**config.mk**
```make
export PLATFORM = sky130hd
export DESIGN_NAME = rgs_run_guard_sleep_wake
export DESIGN_NICKNAME = d
export VERILOG_FILES = /design/src/design/rgs_pkg.sv /design/src/design/rgs_run_guard_sleep_wake.sv
export VERILOG_INCLUDE_DIRS = /design/src /design/src/design
export SDC_FILE = /design/constraint.sdc
export NUM_CORES = 1
export LEC_CHECK = 0
export BUFFER_PORTS_ARGS = -buffer_cell sky130_fd_sc_hd__buf_2
export CORE_AREA = 8 8 113 115
export CTS_CLUSTER_SIZE = 16
export DETAILED_ROUTE_END_ITERATION = 10
export DIE_AREA = 0 0 121 123
export PLACE_DENSITY = 0.84
export SYNTH_ARGS = -nofsm -noshare
export SYNTH_HDL_FRONTEND = slang
export SYNTH_SLANG_ARGS = --single-unit
```
**constraint.sdc**
```tcl
create_clock -name sys_clk -period 14.4 [get_ports sys_clk]
set_clock_uncertainty 0.15 [all_clocks]
set_input_delay 1.44 -clock sys_clk [delete_from_list [all_inputs] [get_ports sys_clk]]
set_output_delay 1.44 -clock sys_clk [all_outputs]
set_load 0.03 [all_outputs]
```
**src/design/rgs_map.svh**
```systemverilog
// Constants for the run guard, sleep and wake control block
`ifndef RGS_MAP_SVH
`define RGS_MAP_SVH
`define RGS_CLK_HZ 125000000
`define RGS_TICK_HZ 100
`define RGS_TICK_DIV (`RGS_CLK_HZ / `RGS_TICK_HZ)
`define RGS_QUAL_MAX_CS 16'h2710
`define RGS_QUAL_DEF_CS 16'h0032
`define RGS_WAKE_MAX_DS 16'h8ca0
`define RGS_WAKE_DEF_DS 16'h0000
`define RGS_DS_TICKS 4'ha
`define RGS_SRC_CMD 1'b0
`define RGS_SRC_MEAS 1'b1
`define RGS_GUARD_BLOCK 1'b0
`define RGS_GUARD_AUTO 1'b1
`define RGS_ACT_LIMIT 2'h0
`define RGS_ACT_STOP 2'h1
`define RGS_ACT_SLEEP 2'h2
`define RGS_INIT_TICKS 8'h0a
`endif

```
**src/design/rgs_pkg.sv**
```systemverilog
// Types for the run guard, sleep and wake control block
`default_nettype none
package rgs_pkg;
    typedef enum logic [2:0] {
        RGS_INIT = 3'h0,
        RGS_GUARD = 3'h1,
        RGS_IDLE = 3'h2,
        RGS_RUN = 3'h3,
        RGS_SLEEP = 3'h4
    } rgs_state_t;
    typedef struct packed {
        logic stopSpeedSourceSelect;
        logic powerOnRunGuard;
        logic [1:0] belowLimitActionSelect;
        logic [15:0] stopSpeedQualifyTime;
        logic [15:0] wakeFromSleepDelay;
    } rgs_cfg_t;
    typedef struct packed {
        logic [15:0] setFreq;
        logic [15:0] measFreq;
        logic [15:0] cmdFreq;
        logic [15:0] lowerLimit;
        logic [15:0] stopSpeed;
    } rgs_freq_t;
endpackage
`default_nettype wire

```
**src/design/rgs_run_guard_sleep_wake.sv**
```systemverilog
// Run guard, sleep and wake control of a motor drive
// Summary of operation
// - Source 0 uses commanded speed; sole choice under vector modulation.
// - Source 1 compares measured speed against the stop speed.
// - Stop speed qualify time 0.00 to 100.00 s, default 0.50 s.
// - Run terminal sampled automatically during power up before any run.
// - Guard 0: terminal high at power up ignored until dropped and raised.
// - Guard 1: terminal high at power up starts drive after initialization.
// - Below limit action: 0 run at limit, 1 stop, 2 sleep.
// - Sleep removes drive and coasts instead of controlled deceleration.
// - Sleep entered when set frequency at or below lower limit and sleep selected.
// - Wake only after set frequency stays above limit for the wake delay.
// - Wake delay defaults to zero seconds, waking at once.
// - Wake delay 0.0 to 3600.0 s, used only with sleep action.
`timescale 1ns/10ps
`default_nettype none
`include "rgs_map.svh"
module rgs_run_guard_sleep_wake #(
    parameter int TICK_DIV = `RGS_TICK_DIV
) (
    input wire logic sys_clk,
    input wire logic rstn,
    input wire logic runTerminalPin,
    input wire logic terminalChannel,
    input wire rgs_pkg::rgs_cfg_t cfg,
    input wire rgs_pkg::rgs_freq_t freq,
    output logic running,
    output logic coastStop,
    output logic decelStop,
    output logic atLowerLimit,
    output logic guardActive,
    output logic sleeping,
    output logic stopSpeedReached,
    output logic [2:0] stateOut
);
// ---------------------------------------------
// Input synchroniser and tick divider
// ---------------------------------------------
logic runMeta_q, runSync_q, runPrev_q;
logic [31:0] divCnt_q, divCnt_d;
logic tick;
always_comb begin
    divCnt_d = (divCnt_q >= 32'(TICK_DIV - 1)) ? 32'h0 : divCnt_q + 32'h1;
end
assign tick = (divCnt_q >= 32'(TICK_DIV - 1));
always_ff @(posedge sys_clk) begin
    if (!rstn) begin
        runMeta_q <= 1'b0;
        runSync_q <= 1'b0;
        runPrev_q <= 1'b0;
        divCnt_q <= 32'h0;
    end else begin
        runMeta_q <= runTerminalPin;
        runSync_q <= runMeta_q;
        runPrev_q <= runSync_q;
        divCnt_q <= divCnt_d;
    end
end
// ---------------------------------------------
// Parameter clamping
// ---------------------------------------------
function automatic logic [15:0] clampVal(input logic [15:0] v,
                                         input logic [15:0] mx);
    clampVal = (v > mx) ? mx : v;
endfunction
logic [15:0] qualLimit, wakeLimit;
logic [19:0] wakeTicks;
assign qualLimit = clampVal(cfg.stopSpeedQualifyTime,
    `RGS_QUAL_MAX_CS);
assign wakeLimit = clampVal(cfg.wakeFromSleepDelay, `RGS_WAKE_MAX_DS);
assign wakeTicks = 20'(wakeLimit) * 20'(`RGS_DS_TICKS);
// ---------------------------------------------
// Stop speed detection
// ---------------------------------------------
logic [15:0] stopSrc;
logic belowStop;
logic [15:0] qualCnt_q, qualCnt_d;
logic reached_q, reached_d;
always_comb begin
    stopSrc = (cfg.stopSpeedSourceSelect == `RGS_SRC_MEAS) ?
        freq.measFreq : freq.cmdFreq;
    belowStop = (stopSrc <= freq.stopSpeed);
    qualCnt_d = qualCnt_q;
    reached_d = reached_q;
    if (!belowStop) begin
        qualCnt_d = 16'h0;
        reached_d = 1'b0;
    end else if (qualCnt_q >= qualLimit) begin
        reached_d = 1'b1;
    end else if (tick) begin
        qualCnt_d = qualCnt_q + 16'h1;
    end
end
// ---------------------------------------------
// Run state machine
// ---------------------------------------------
rgs_pkg::rgs_state_t state_q, state_d;
logic [7:0] initCnt_q, initCnt_d;
logic startSeen_q, startSeen_d;
logic [19:0] wakeCnt_q, wakeCnt_d;
logic runReq, runRise, setBelow, actSleep;
assign runReq = runSync_q && terminalChannel;
assign runRise = runSync_q && !runPrev_q && terminalChannel;
assign setBelow = (freq.setFreq <= freq.lowerLimit);
assign actSleep = (cfg.belowLimitActionSelect == `RGS_ACT_SLEEP);
always_comb begin
    state_d = state_q;
    initCnt_d = initCnt_q;
    startSeen_d = startSeen_q;
    wakeCnt_d = 20'h0;
    case (state_q)
        rgs_pkg::RGS_INIT: begin
            startSeen_d = runReq;
            if (tick) begin
                initCnt_d = initCnt_q + 8'h1;
            end
            if (initCnt_q >= `RGS_INIT_TICKS) begin
                if (!startSeen_q) begin
                    state_d = rgs_pkg::RGS_IDLE;
                end else if (cfg.powerOnRunGuard == `RGS_GUARD_AUTO) begin
                    state_d = rgs_pkg::RGS_RUN;
                end else begin
                    state_d = rgs_pkg::RGS_GUARD;
                end
            end
        end
        rgs_pkg::RGS_GUARD: begin
            if (!runReq) begin
                state_d = rgs_pkg::RGS_IDLE;
            end
        end
        rgs_pkg::RGS_IDLE: begin
            if (runRise) begin
                state_d = rgs_pkg::RGS_RUN;
            end
        end
        rgs_pkg::RGS_RUN: begin
            if (!runReq) begin
                state_d = rgs_pkg::RGS_IDLE;
            end else if (setBelow && actSleep) begin
                state_d = rgs_pkg::RGS_SLEEP;
            end else if (setBelow &&
                         cfg.belowLimitActionSelect == `RGS_ACT_STOP) begin
                state_d = rgs_pkg::RGS_IDLE;
            end
        end
        rgs_pkg::RGS_SLEEP: begin
            if (!runReq || !actSleep) begin
                state_d = rgs_pkg::RGS_IDLE;
            end else if (setBelow) begin
                wakeCnt_d = 20'h0;
            end else if (wakeCnt_q >= wakeTicks) begin
                state_d = rgs_pkg::RGS_RUN;
            end else begin
                wakeCnt_d = tick ? wakeCnt_q + 20'h1 : wakeCnt_q;
            end
        end
        default: begin
            state_d = rgs_pkg::RGS_INIT;
        end
    endcase
end
always_ff @(posedge sys_clk) begin
    if (!rstn) begin
        state_q <= rgs_pkg::RGS_INIT;
        initCnt_q <= 8'h0;
        startSeen_q <= 1'b0;
        wakeCnt_q <= 20'h0;
        qualCnt_q <= 16'h0;
        reached_q <= 1'b0;
    end else begin
        state_q <= state_d;
        initCnt_q <= initCnt_d;
        startSeen_q <= startSeen_d;
        wakeCnt_q <= wakeCnt_d;
        qualCnt_q <= qualCnt_d;
        reached_q <= reached_d;
    end
end
// ---------------------------------------------
// Outputs
// ---------------------------------------------
logic lim_q, coast_q, decel_q;
logic lim_d, coast_d, decel_d;
always_comb begin
    lim_d = (state_q == rgs_pkg::RGS_RUN) && setBelow &&
        cfg.belowLimitActionSelect == `RGS_ACT_LIMIT;
    coast_d = (state_q == rgs_pkg::RGS_SLEEP);
    decel_d = (state_q == rgs_pkg::RGS_IDLE) && !reached_q;
end
always_ff @(posedge sys_clk) begin
    if (!rstn) begin
        lim_q <= 1'b0;
        coast_q <= 1'b0;
        decel_q <= 1'b0;
    end else begin
        lim_q <= lim_d;
        coast_q <= coast_d;
        decel_q <= decel_d;
    end
end
assign running = (state_q == rgs_pkg::RGS_RUN);
assign guardActive = (state_q == rgs_pkg::RGS_GUARD);
assign sleeping = (state_q == rgs_pkg::RGS_SLEEP);
assign atLowerLimit = lim_q;
assign coastStop = coast_q;
assign decelStop = decel_q;
assign stopSpeedReached = reached_q;
assign stateOut = state_q;
// ---------------------------------------------
// Checks
// ---------------------------------------------
chk_guard_holds: assert property (
    @(posedge sys_clk) disable iff (!rstn)
    state_q == rgs_pkg::RGS_GUARD |=> state_q != rgs_pkg::RGS_RUN)
    else $error("guard went straight to run");
chk_auto_start: assert property (
    @(posedge sys_clk) disable iff (!rstn)
    state_q == rgs_pkg::RGS_INIT && state_d != rgs_pkg::RGS_INIT &&
    startSeen_q && cfg.powerOnRunGuard |=> running)
    else $error("auto start missed");
chk_sleep_entry: assert property (
    @(posedge sys_clk) disable iff (!rstn)
    running && runReq && setBelow && actSleep |=> sleeping)
    else $error("sleep not entered");
chk_coast_out: assert property (
    @(posedge sys_clk) disable iff (!rstn)
    sleeping |=> coastStop)
    else $error("no coast in sleep");
chk_wake_delay: assert property (
    @(posedge sys_clk) disable iff (!rstn)
    $past(sleeping) && running |-> $past(wakeCnt_q) >= $past(wakeTicks))
    else $error("woke early");
chk_wake_reset: assert property (
    @(posedge sys_clk) disable iff (!rstn)
    sleeping && setBelow |=> wakeCnt_q == 20'h0)
    else $error("wake timer kept");
chk_stop_action: assert property (
    @(posedge sys_clk) disable iff (!rstn)
    running && runReq && setBelow &&
    cfg.belowLimitActionSelect == `RGS_ACT_STOP |=> !running)
    else $error("stop action ignored");
chk_stop_source: assert property (
    @(posedge sys_clk) disable iff (!rstn)
    stopSpeedReached |-> $past(belowStop))
    else $error("stop speed flag wrong");
endmodule
`default_nettype wire
```
# Word-level counts from Yosys, hierarchy flattened
# Cells that the tools add are included.
[totals]
mem_bits_rw = 0
ff_bits = 87
romBits = 0
memories = 0
latch_bits = 0
input_bits = 120
output_inout_bits = 10
[op_classes]
mul = 1
div = 0
n_bitwise = 3
magnitude_cmp = 8
eq_ne = 12
shifts = 0
mux = 15
addsub = 4
n_reduce_logical = 21
[ops]
columns = ["cell", "n"]
rows = [
  ["2-to-1 mux 16 bit", 3],
  ["adder 32 x 1 -> 32 bit, second input constant", 1],
  ["greater-or-equal comparator 32 x 21 -> 1 bit, second input constant", 1],
  ["<= comparator 16 bit", 2],
  ["2-to-1 mux 3 bit", 9],
  ["adder 20 x 1 -> 20 bit, second input constant", 1],
  ["greater-or-equal comparator 20 bit", 1],
  ["multiplier 16 x 3 -> 19 bit, second input constant", 1],
  ["adder 16 x 1 -> 16 bit, second input constant", 1],
  ["greater-or-equal comparator 16 bit", 1],
  ["> comparator 16 x 14 -> 1 bit, second input constant", 1],
  ["> comparator 16 bit, second input constant", 1],
  ["case mux 3 bit (5 select lines)", 1],
  ["adder 8 x 1 -> 8 bit, second input constant", 1],
  ["greater-or-equal comparator 8 x 4 -> 1 bit, second input constant", 1],
  ["logical AND 1 bit", 8],
  ["== test 3 x 2 -> 1 bit, second input constant", 2],
  ["inequality test 2 bit, second input constant", 3],
  ["AND reduction 2 bit", 3],
  ["AND reduction 6 bit", 1],
  ["OR reduction 5 bit", 1],
  ["logical NOT 1 bit", 4],
  ["2-to-1 mux 2 bit", 2],
  ["inequality test 4 x 2 -> 1 bit, second input constant", 1],
  ["other kinds (11)", 13],
]

# Logic depth before layout (Yosys ltp)
# Gate-level depths: netlist of run 1.
[depth]
depth_word = 8
ltp_mapped = 24
ltp_nobuf = 21

# Worst setup path after synthesis of run 1
# Ideal clock, no wire load.
[synth_timing]
kind = "input-to-reg"
start = "input cfg[14] (netlist bit)"
end = "register state_q[1] (netlist: stateOut[1])"
stages = 22
setup_slack_ns = 8.377
setup_time_ns = 0.072
n_path_buf = 1
arrival_time_ns = 5.800
cell_sequence = "o31ai_1 > nand2_1 > nor2_1 > clkbuf_1 > and2_1 > ha_1 > ha_1 > a21oi_1 > o2111ai_1 > and3_1 > o21a_1 > o21ai_0 > a21oi_1 > xnor2_1 > ha_1 > nand4_1 > nor4_1 > nand2_1 > a221oi_1 > o32ai_1 > or4_1 > a21oi_1"
[synth_between]
elab_chain_len = 6
[synth_rtl]
columns = ["item", "line", "text"]
rows = [
  ["start, declared", "rgs_run_guard_sleep_wake.sv:25", "input wire rgs_pkg::rgs_cfg_t cfg,"],
  ["> comparator 16 bit", "rgs_run_guard_sleep_wake.sv:64", "clampVal = (v > mx) ? mx : v;"],
  ["2-to-1 mux 16 bit (*)", "rgs_run_guard_sleep_wake.sv:64", ""],
  ["multiplier 16 x 3 -> 19 bit (*)", "rgs_run_guard_sleep_wake.sv:71", "assign wakeTicks = 20'(wakeLimit) * 20'(`RGS_DS_TICKS);"],
  ["greater-or-equal comparator 20 bit (*)", "rgs_run_guard_sleep_wake.sv:152", "end else if (wakeCnt_q >= wakeTicks) begin"],
  ["inequality test 3 x 1 -> 1 bit (no source line) (*)", "n/a", ""],
  ["AND reduction 6 bit (no source line) (*)", "n/a", ""],
  ["end signal, assigned", "rgs_run_guard_sleep_wake.sv:165", "state_q <= rgs_pkg::RGS_INIT;"],
  ["end signal, assigned", "rgs_run_guard_sleep_wake.sv:172", "state_q <= state_d;"],
  ["end, declared", "rgs_run_guard_sleep_wake.sv:97", "rgs_pkg::rgs_state_t state_q, state_d;"],
]
# Every way passes the cells marked *; elsewhere a longest branch is shown, timed or not.
# A chain may end at the register's enable or synchronous reset.

# Final worst setup path of run 1
# Ends and elaborated chain as after synthesis.

==> results of run 1 <==
worst max path at each step:
stage	from	end	slack, ps	cells past startpoint
2_1_floorplan	cfg[14]	stateOut[1]$_SDFFE_PN0P_	8380	22
3_3_place_gp	cfg[14]	stateOut[1]$_SDFFE_PN0P_	7680	22
3_5_place_dp	cfg[14]	stateOut[1]$_SDFFE_PN0P_	7540	22
4_1_cts	cfg[14]	stateOut[1]$_SDFFE_PN0P_	7790	22
5_1_grt	cfg[14]	stateOut[1]$_SDFFE_PN0P_	7050	22
6_report	cfg[14]	stateOut[1]$_SDFFE_PN0P_	7760	22
per-layer routing:
| metal | track usage [%] | vias up | part of all wire [%] |
|---|---|---|---|
| met5 | 0 | - | 0 |
| met2 | 36.7 | 113 | 52 |
| met3 | 3.29 | 21 | 3.3 |
| li1 | - | 3113 | - |
| met1 | 22.8 | 2724 | 44 |
| met4 | 5.31 | 0 | 1.3 |
registers in the layout (all words and copies together), names as in the netlist:
name              flops
runPrev_q             1
atLowerLimit          1
wakeCnt_q            20
qualCnt_q            16
stateOut              3
stopSpeedReached      1
initCnt_q             8
runMeta_q             1
divCnt_q             32
runSync_q             1
coastStop             1
startSeen_q           1
decelStop             1
synth_stat cells (11+ instances only):
cell       n  area share [%]
dfxtp_1   87              27
o21ai_0   33             2.5
and2_1    15             1.4
nor2b_1   11             1.0
nand4_1   20             1.9
inv_1     54             3.1
and3_1    12             1.1
mux2_2    15             2.6
a21oi_1   29             2.2
xnor2_1   54             7.2
nand2_1   64             3.7
nor2_1   113             6.5
nand3_1   28             2.1
xor2_1    20             2.7
ha_1      96              18
nor3_1    26             2.0
nor4_1    19             1.8
per-stage QoR:
| stage | worst slack [ps] | hold WS [ps] | cells | utilization, % | area, um^2 |
|---|---|---|---|---|---|
| floorplan | 8380 | 262 | 823 | - | 6610 |
| global placement | 7680 | 266 | 1077 | 66.4 | 7350 |
| detailed placement | 7540 | 279 | 1077 | 66.4 | 7350 |
| CTS | 7790 | 295 | 1092 | 69.2 | 7670 |
| global route | 7050 | 301 | 1092 | 69.2 | 7670 |
| finish | 7760 | 297 | 1092 | 69.2 | 7670 |
power groups by stage:
stage	clock network [mW]	registers, mW	logic, mW
floorplan	0	0.256	0.0922
global placement	0	0.258	0.125
detailed placement	0	0.258	0.128
CTS	0.247	0.253	0.129
global route	0.258	0.254	0.149
finish	0.244	0.253	0.128
cell type report:
cell class / instances / area share, %
clock inverter: 3 / 0.881
multi-input combinational: 662 / 59.6
inverter: 55 / 2.69
tap: 143 / 2.33
timing repair buffer: 130 / 8.52
clock buffer: 12 / 3.22
sequential: 87 / 22.7
kinds of logic (layout without fill, tap and decap cells):
family / after synthesis / count (layout) / share of synthesized area [%]
AOI/OAI and AO/OA: 116 / 116 / 11.7
xor gates and xnor gates: 74 / 74 / 9.87
adders and majority gates: 97 / 97 / 18.6
buffers and inverters: 74 / 200 / 4.57
DFF: 87 / 87 / 26.5
muxes: 17 / 17 / 2.88
other: 2 / 13 / 0.114
and+or+nand+nor: 345 / 345 / 25.8
worst register-to-register path, delay by kind of cell (launching register included):
family	cells	cell delay, ps
AO/OA/AOI/OAI	3	600
adder cells (fa/ha/maj)	1	330
AND/OR/NAND/NOR	4	1090
flip-flops	1	360
==> Implementation_results.wiki, run 1 <==
{| class="wikitable"
! Metric !! Value
|-
| Largest buffer count on any clock path || 2
|-
| Worst-case vdd ir drop || ~0.067 mV
|-
| Cell area after synthesis || ~6600 um^2
|-
| Clock H-tree levels || 3
|-
| Share of total power in sequential cells || 40.5%
|-
| Die W || 121 um
|-
| Final count of negative-setup-slack endpoints || 0
|-
| Hold Path Stages || 1
|-
| Type of the worst setup path || in2reg
|-
| Detailed Route WL || approximately 15000 um
|-
| Number of antenna repair diodes || 0
|-
| Worst Setup End Kind || register
|-
| Initial antenna violation count || 0
|-
| Multi-input gate area in the final layout || approximately 4600 um^2
|-
| Number of DRC markers after the initial detailed-route iteration || between 200 and 300
|-
| Maximum cell stage delay along the critical path || 500 ps
|-
| Total I/O pin count || between 100 and 150
|-
| Most used cells in the layout excluding fill and tap cells || buf_2, nor2_1, ha_1
|-
| Final setup TNS || 0 ps
|-
| Via count of the first global-routing pass || slightly below 6000
|-
| DRC violations left || 0
|-
| Critical Path Start Type || input port
|-
| Antenna violation net count after detailed routing || 0
|-
| Global-route wire length before repair || between 20000 and 30000 um
|-
| Cell internal pwr || 463 uW
|-
| Sequential Area || roughly 1700 um^2
|-
| Async S/R FF share, synth || 0%
|-
| Wirelength per Cell || between 10 and 15 um
|-
| Via density per instance || about 5.5
|-
| Cell with the largest stage delay on the worst path || nor2_1
|-
| Maximum clock rate || 151 MHz
|-
| Post-cts sizing count || 0
|-
| Number of vias after detailed routing || between 5000 and 6000
|-
| Reg-to-reg setup timing slack || 11790 ps
|-
| Combinational share of power || between 20% and 30%
|-
| Share of synthesized area occupied by flip-flops and latches || around a quarter
|-
| Ratio of cells with drive above 1 in the final layout || 18.1%
|-
| PortBufs || ~130
|-
| Transition at the pin with the smallest max-transition slack || 1060 ps
|-
| Most common cell after layout, fill and taps aside || buf_2
|-
| Syn. warnings || 0
|-
| Number of nets in the layout || roughly 1200
|-
| Number of post-CTS setup repair buffers || 0
|-
| Type of the tightest min-delay check || reg2reg
|-
| Switching power summed over all nets || between 150 and 200 uW
|-
| Number of filler cells placed in the layout || 941
|-
| Required time worst endpoint || 14500 ps
|-
| Final hold viol count || 0
|-
| Status || finished clean
|-
| Number of CTS-inserted buffers || 9
|-
| Crit path arrival time || 6740 ps
|-
| Drt first pass iters || 4
|-
| Count of maximum capacitance violations || 0
|-
| Clock share of power || approximately two fifths
|-
| Relative slew slack || 29.2%
|-
| Clock transition at the registers of the reported paths || 60 ps
|-
| Die H || 123 um
|-
| Final worst path period share || a little under half
|-
| Min-delay src || runMeta_q$_SDFF_PN0_
|-
| Total of flip-flops plus latches after synthesis || 87
|-
| R2r worst-path depth || 8
|-
| Launch point of the worst reg-to-reg path || wakeCnt_q[15]$_SDFFE_PP0P_
|-
| Primary FF master, synth || dfxtp_1
|-
| Total leakage power || roughly 3.4 nW
|-
| Buffer cell driving the clock tree root || clkbuf_16
|-
| Switching share of total power || approximately a quarter
|-
| Setup repair after global routing missed its margin || false
|-
| Insertion delay of the later-clocked pin in the worst-skew pair || 330 ps
|-
| Mean instance size in the synthesized netlist || around 8.1 um^2
|-
| Half-perimeter wire length after placement || around 12000 um
|-
| Effective utilization at floorplan || roughly three fifths
|-
| Highest net fanout along the worst path || 12
|-
| Maximum number of pins on one net before global-route repair || 25
|-
| Number of distinct library cells after synthesis || 62
|-
| Buffers and inverters on the worst path || 1
|-
| CTS sink cnt || 87
|-
| Syn-to-layout area delta || 16.7%
|-
| Routability cong. || around 0.83
|-
| FF-to-FF End || stateOut[1]$_SDFFE_PN0P_
|-
| Pwr dens || around 82 nW/um^2
|-
| Worst-case hold path end point || runSync_q$_SDFF_PN0_
|-
| Number of flops mapped to enable cells by yosys || 0
|-
| Row cnt || 39
|-
| Die footprint || roughly 15000 um^2
|-
| Cells along the critical path || buf_2, o31ai_1, nand2_1, nor2_1, and2_1, ha_1, ha_1, a21oi_1, o2111ai_1, and3_1, o21a_1, o21ai_0, a21oi_1, xnor2_1, ha_1, nand4_1, nor4_1, nand2_1, a221oi_1, o32ai_1, or4_1, a21oi_1
|-
| Cell count after synthesis || between 800 and 900
|-
| Area of the core || 11100 um^2
|-
| Global routing usage summed across all routing layers || approximately a fifth
|-
| Global route total overflow || 0
|-
| Clock tree from TritonCTS || done
|-
| Final Max Tran Viols || 0
|-
| Family of cells with the greatest summed delay on the critical path || simple AND/OR/NAND/NOR gates
|-
| Clock period minus final worst setup slack || between 6000 and 7000 ps
|-
| CTS hold repair buffers || 0
|-
| Power after layout || approximately 630 uW
|}
(Power assumes the default switching activity.)
==> run 2: changes to the inputs <==
CORE_AREA = 8 8 117 119   (was 8 8 113 115)
DIE_AREA = 0 0 125 127   (was 0 0 121 123)
PLACE_DENSITY = 0.79   (was 0.84)
clock period = 6.8 ns   (was 14.4 ns; I/O delays follow)
==> Implementation_results.wiki, run 2 (same netlist as run 1, synthesis figures left out) <==
{| class="wikitable"
! Metric !! Value
|-
| Clock H-tree levels || 3 (unchanged)
|-
| Worst-case vdd ir drop || 0.135 mV (+100%)
|-
| Area of the core || 11800 um^2 (+6.6%)
|-
| Reg-to-reg setup timing slack || 4220 ps (-7570 ps)
|-
| Most common cell after layout, fill and taps aside || buf_2
|-
| Final Core Density || 65.3% (-4.0 points)
|-
| Die H || 127 um (+3.3%)
|-
| Final hold viol count || 0 (unchanged)
|-
| WHS || 295 ps (-1.65 ps)
|-
| Type of the worst setup path || in2reg
|-
| Highest net fanout along the worst path || 12 (unchanged)
|-
| Critical path endpoint || stateOut[1]$_SDFFE_PN0P_
|-
| Final worst path period share || 85.9%
|-
| Total I/O pin count || 130 (unchanged)
|-
| Switching share of total power || 26.2% (+0.28 points)
|-
| Effective utilization at floorplan || 55.6% (-3.7 points)
|-
| Relative slew slack || 28.3% (-0.87 points)
|-
| Pwr dens || 178 nW/um^2 (+120%)
|-
| Number of antenna repair diodes || 0 (unchanged)
|-
| Largest buffer count on any clock path || 2 (unchanged)
|-
| Hold Path Stages || 1 (unchanged)
|-
| Cell internal pwr || 1.01 mW (+120%)
|-
| Count of maximum capacitance violations || 0 (unchanged)
|-
| R2r worst-path depth || 7 (-1)
|-
| Required time worst endpoint || 6910 ps (-7590 ps)
|-
| Wirelength per Cell || 13.2 um (-1.3%)
|-
| Combinational share of power || 19.7% (-0.7 points)
|-
| Die W || 125 um (+3.3%)
|-
| Crit path arrival time || 5950 ps (-790 ps)
|-
| Via count of the first global-routing pass || 5809 (-1.0%)
|-
| Number of nets in the layout || 1163 (+0.086%)
|-
| Top register by number of flip-flops || divCnt_q
|-
| Global route total overflow || 0 (unchanged)
|-
| Clock period minus final worst setup slack || slightly below 6000 ps
|-
| Antenna violation net count after detailed routing || 0 (unchanged)
|-
| Worst Setup End Kind || register
|-
| Die footprint || 15900 um^2 (+6.7%)
|-
| Via density per instance || 5.40 (-1.2%)
|-
| Post-cts sizing count || 0 (unchanged)
|-
| Status || finished clean
|-
| Maximum number of pins on one net before global-route repair || 25 (unchanged)
|-
| Total leakage power || 3.37 nW (+0.66%)
|-
| Transition at the pin with the smallest max-transition slack || 1070 ps (+13.0 ps)
|-
| Number of DRC markers after the initial detailed-route iteration || 196 (-34%)
|-
| Initial antenna violation count || 0 (unchanged)
|-
| Drt first pass iters || 6 (+2)
|-
| Registers with the most flip-flops || divCnt_q (32), wakeCnt_q (20), qualCnt_q (16)
|-
| Ratio of cells with drive above 1 in the final layout || 18.4% (+0.28 points)
|-
| Maximum clock rate || between 150 and 200 MHz
|-
| Clock tree from TritonCTS || done
|-
| Critical Path Start Type || input port
|-
| Final Max Tran Viols || 0 (unchanged)
|-
| Met1 Routed Length || 6620 um (+3.7%)
|-
| Switching power summed over all nets || 360 uW (+120%)
|-
| Number of CTS-inserted buffers || 9 (unchanged)
|-
| Most used cells in the layout excluding fill and tap cells || buf_2, nor2_1, ha_1
|-
| Final setup TNS || 0 ps (unchanged)
|-
| Global routing usage summed across all routing layers || 18.1% (-1.6 points)
|-
| Buffer cell driving the clock tree root || clkbuf_16
|-
| Clock transition at the registers of the reported paths || 60 ps (about the same)
|-
| Detailed Route WL || 14400 um (-0.71%)
|-
| CTS hold repair buffers || 0 (unchanged)
|-
| Routability cong. || 0.812 (-2.3%)
|-
| Syn-to-layout area delta || 17.4%
|-
| Final count of negative-setup-slack endpoints || 0 (unchanged)
|-
| Setup repair after global routing missed its margin || false
|-
| PortBufs || 129 (unchanged)
|-
| Clock share of power || 41.3% (+2.2 points)
|-
| Crit. Startpoint || cfg[14]
|-
| Half-perimeter wire length after placement || 11500 um (-1.7%)
|-
| Pre-CTS setup slack || 642 ps (-6900 ps)
|-
| Launch point of the worst reg-to-reg path || divCnt_q[15]$_SDFF_PP0_
|-
| Global-route wire length before repair || 24900 um (-0.33%)
|-
| Routed length on met3 || 422 um (-13%)
|-
| Number of post-CTS setup repair buffers || 0 (unchanged)
|-
| Type of the tightest min-delay check || reg2reg
|-
| FF-to-FF End || qualCnt_q[6]$_SDFFE_PN0P_
|-
| Number of flip-flops under the largest register name || 32 (unchanged)
|-
| Insertion delay of the later-clocked pin in the worst-skew pair || 340 ps (about the same)
|-
| Share of total power in sequential cells || 39.0% (-1.5 points)
|-
| Number of vias after detailed routing || 5930 (-0.69%)
|-
| DRC violations left || 0 (unchanged)
|-
| CTS sink cnt || 87 (unchanged)
|-
| Post-route worst setup slack || 958 ps (-6800 ps)
|-
| Met2 wire length || 7140 um (-4.7%)
|-
| Highest signal layer in the routed design || met4
|-
| Row cnt || 40 (+2.6%)
|}
==> run 2: cell count changes in the layout (fill, tap and decap cells not counted) <==
cell,delta
buf_4,+1
clkbuf_8,-1
inv_6,+3
o2111ai_1,+1
o2111ai_2,-1
bufinv_16,+1
clkbuf_1,-2
==> run 2: worst min path at each step <==
stage	end	slack, ps	from
finish	runSync_q$_SDFF_PN0_	300	runMeta_q$_SDFF_PN0_
global route	runSync_q$_SDFF_PN0_	300	runMeta_q$_SDFF_PN0_
global placement	runSync_q$_SDFF_PN0_	270	runMeta_q$_SDFF_PN0_
floorplan	runSync_q$_SDFF_PN0_	260	runMeta_q$_SDFF_PN0_
detailed placement	runSync_q$_SDFF_PN0_	290	runMeta_q$_SDFF_PN0_
CTS	runSync_q$_SDFF_PN0_	290	runMeta_q$_SDFF_PN0_
==> run 2: through the flow <==
step	power, mW	area, um^2	instances
floorplan	0.737	6610	823
global placement	0.812	7360	1082
detailed placement	0.818	7360	1082
CTS	1.39	7710	1098
global route	1.45	7710	1098
finish	1.37	7710	1098
==> run 2: critical path, stage by stage <==
cell and delay, ps:
buf_2 100, o31ai_1 410, nand2_1 200, nor2_1 520, and2_1 210, ha_1 220, ha_1 350, a21oi_1 270
o2111ai_1 180, and3_1 200, o21a_1 180, o21ai_0 260, a21oi_1 130, xnor2_1 140, ha_1 290, nand4_1 140
nor4_1 300, nand2_1 120, a221oi_1 240, o32ai_1 200, or4_1 450, a21oi_1 160
==> run 2: cell type report <==
type                       instances  area, um^2
multi-input combinational        662        4570
fill                            1075        4100
sequential                        87        1740
timing repair buffer             131         661
clock buffer                       9         225
inverter                          55         206
tap                              147         184
clock inverter                     7         124
==> run 2: power groups by stage <==
stage	logic, mW	registers, mW	clock network (mW)
finish	0.271	0.535	0.568
CTS	0.273	0.535	0.578
global route	0.312	0.537	0.601
global placement	0.265	0.547	0
floorplan	0.195	0.541	0
detailed placement	0.272	0.547	0
==> run 2: metal layers <==
| layer | global-route usage, % | up-vias |
|---|---|---|
| li1 | - | 3104 |
| met1 | 20.6 | 2707 |
| met2 | 33.6 | 96 |
| met3 | 3.08 | 23 |
| met4 | 5.95 | 0 |
| met5 | 0 | - |
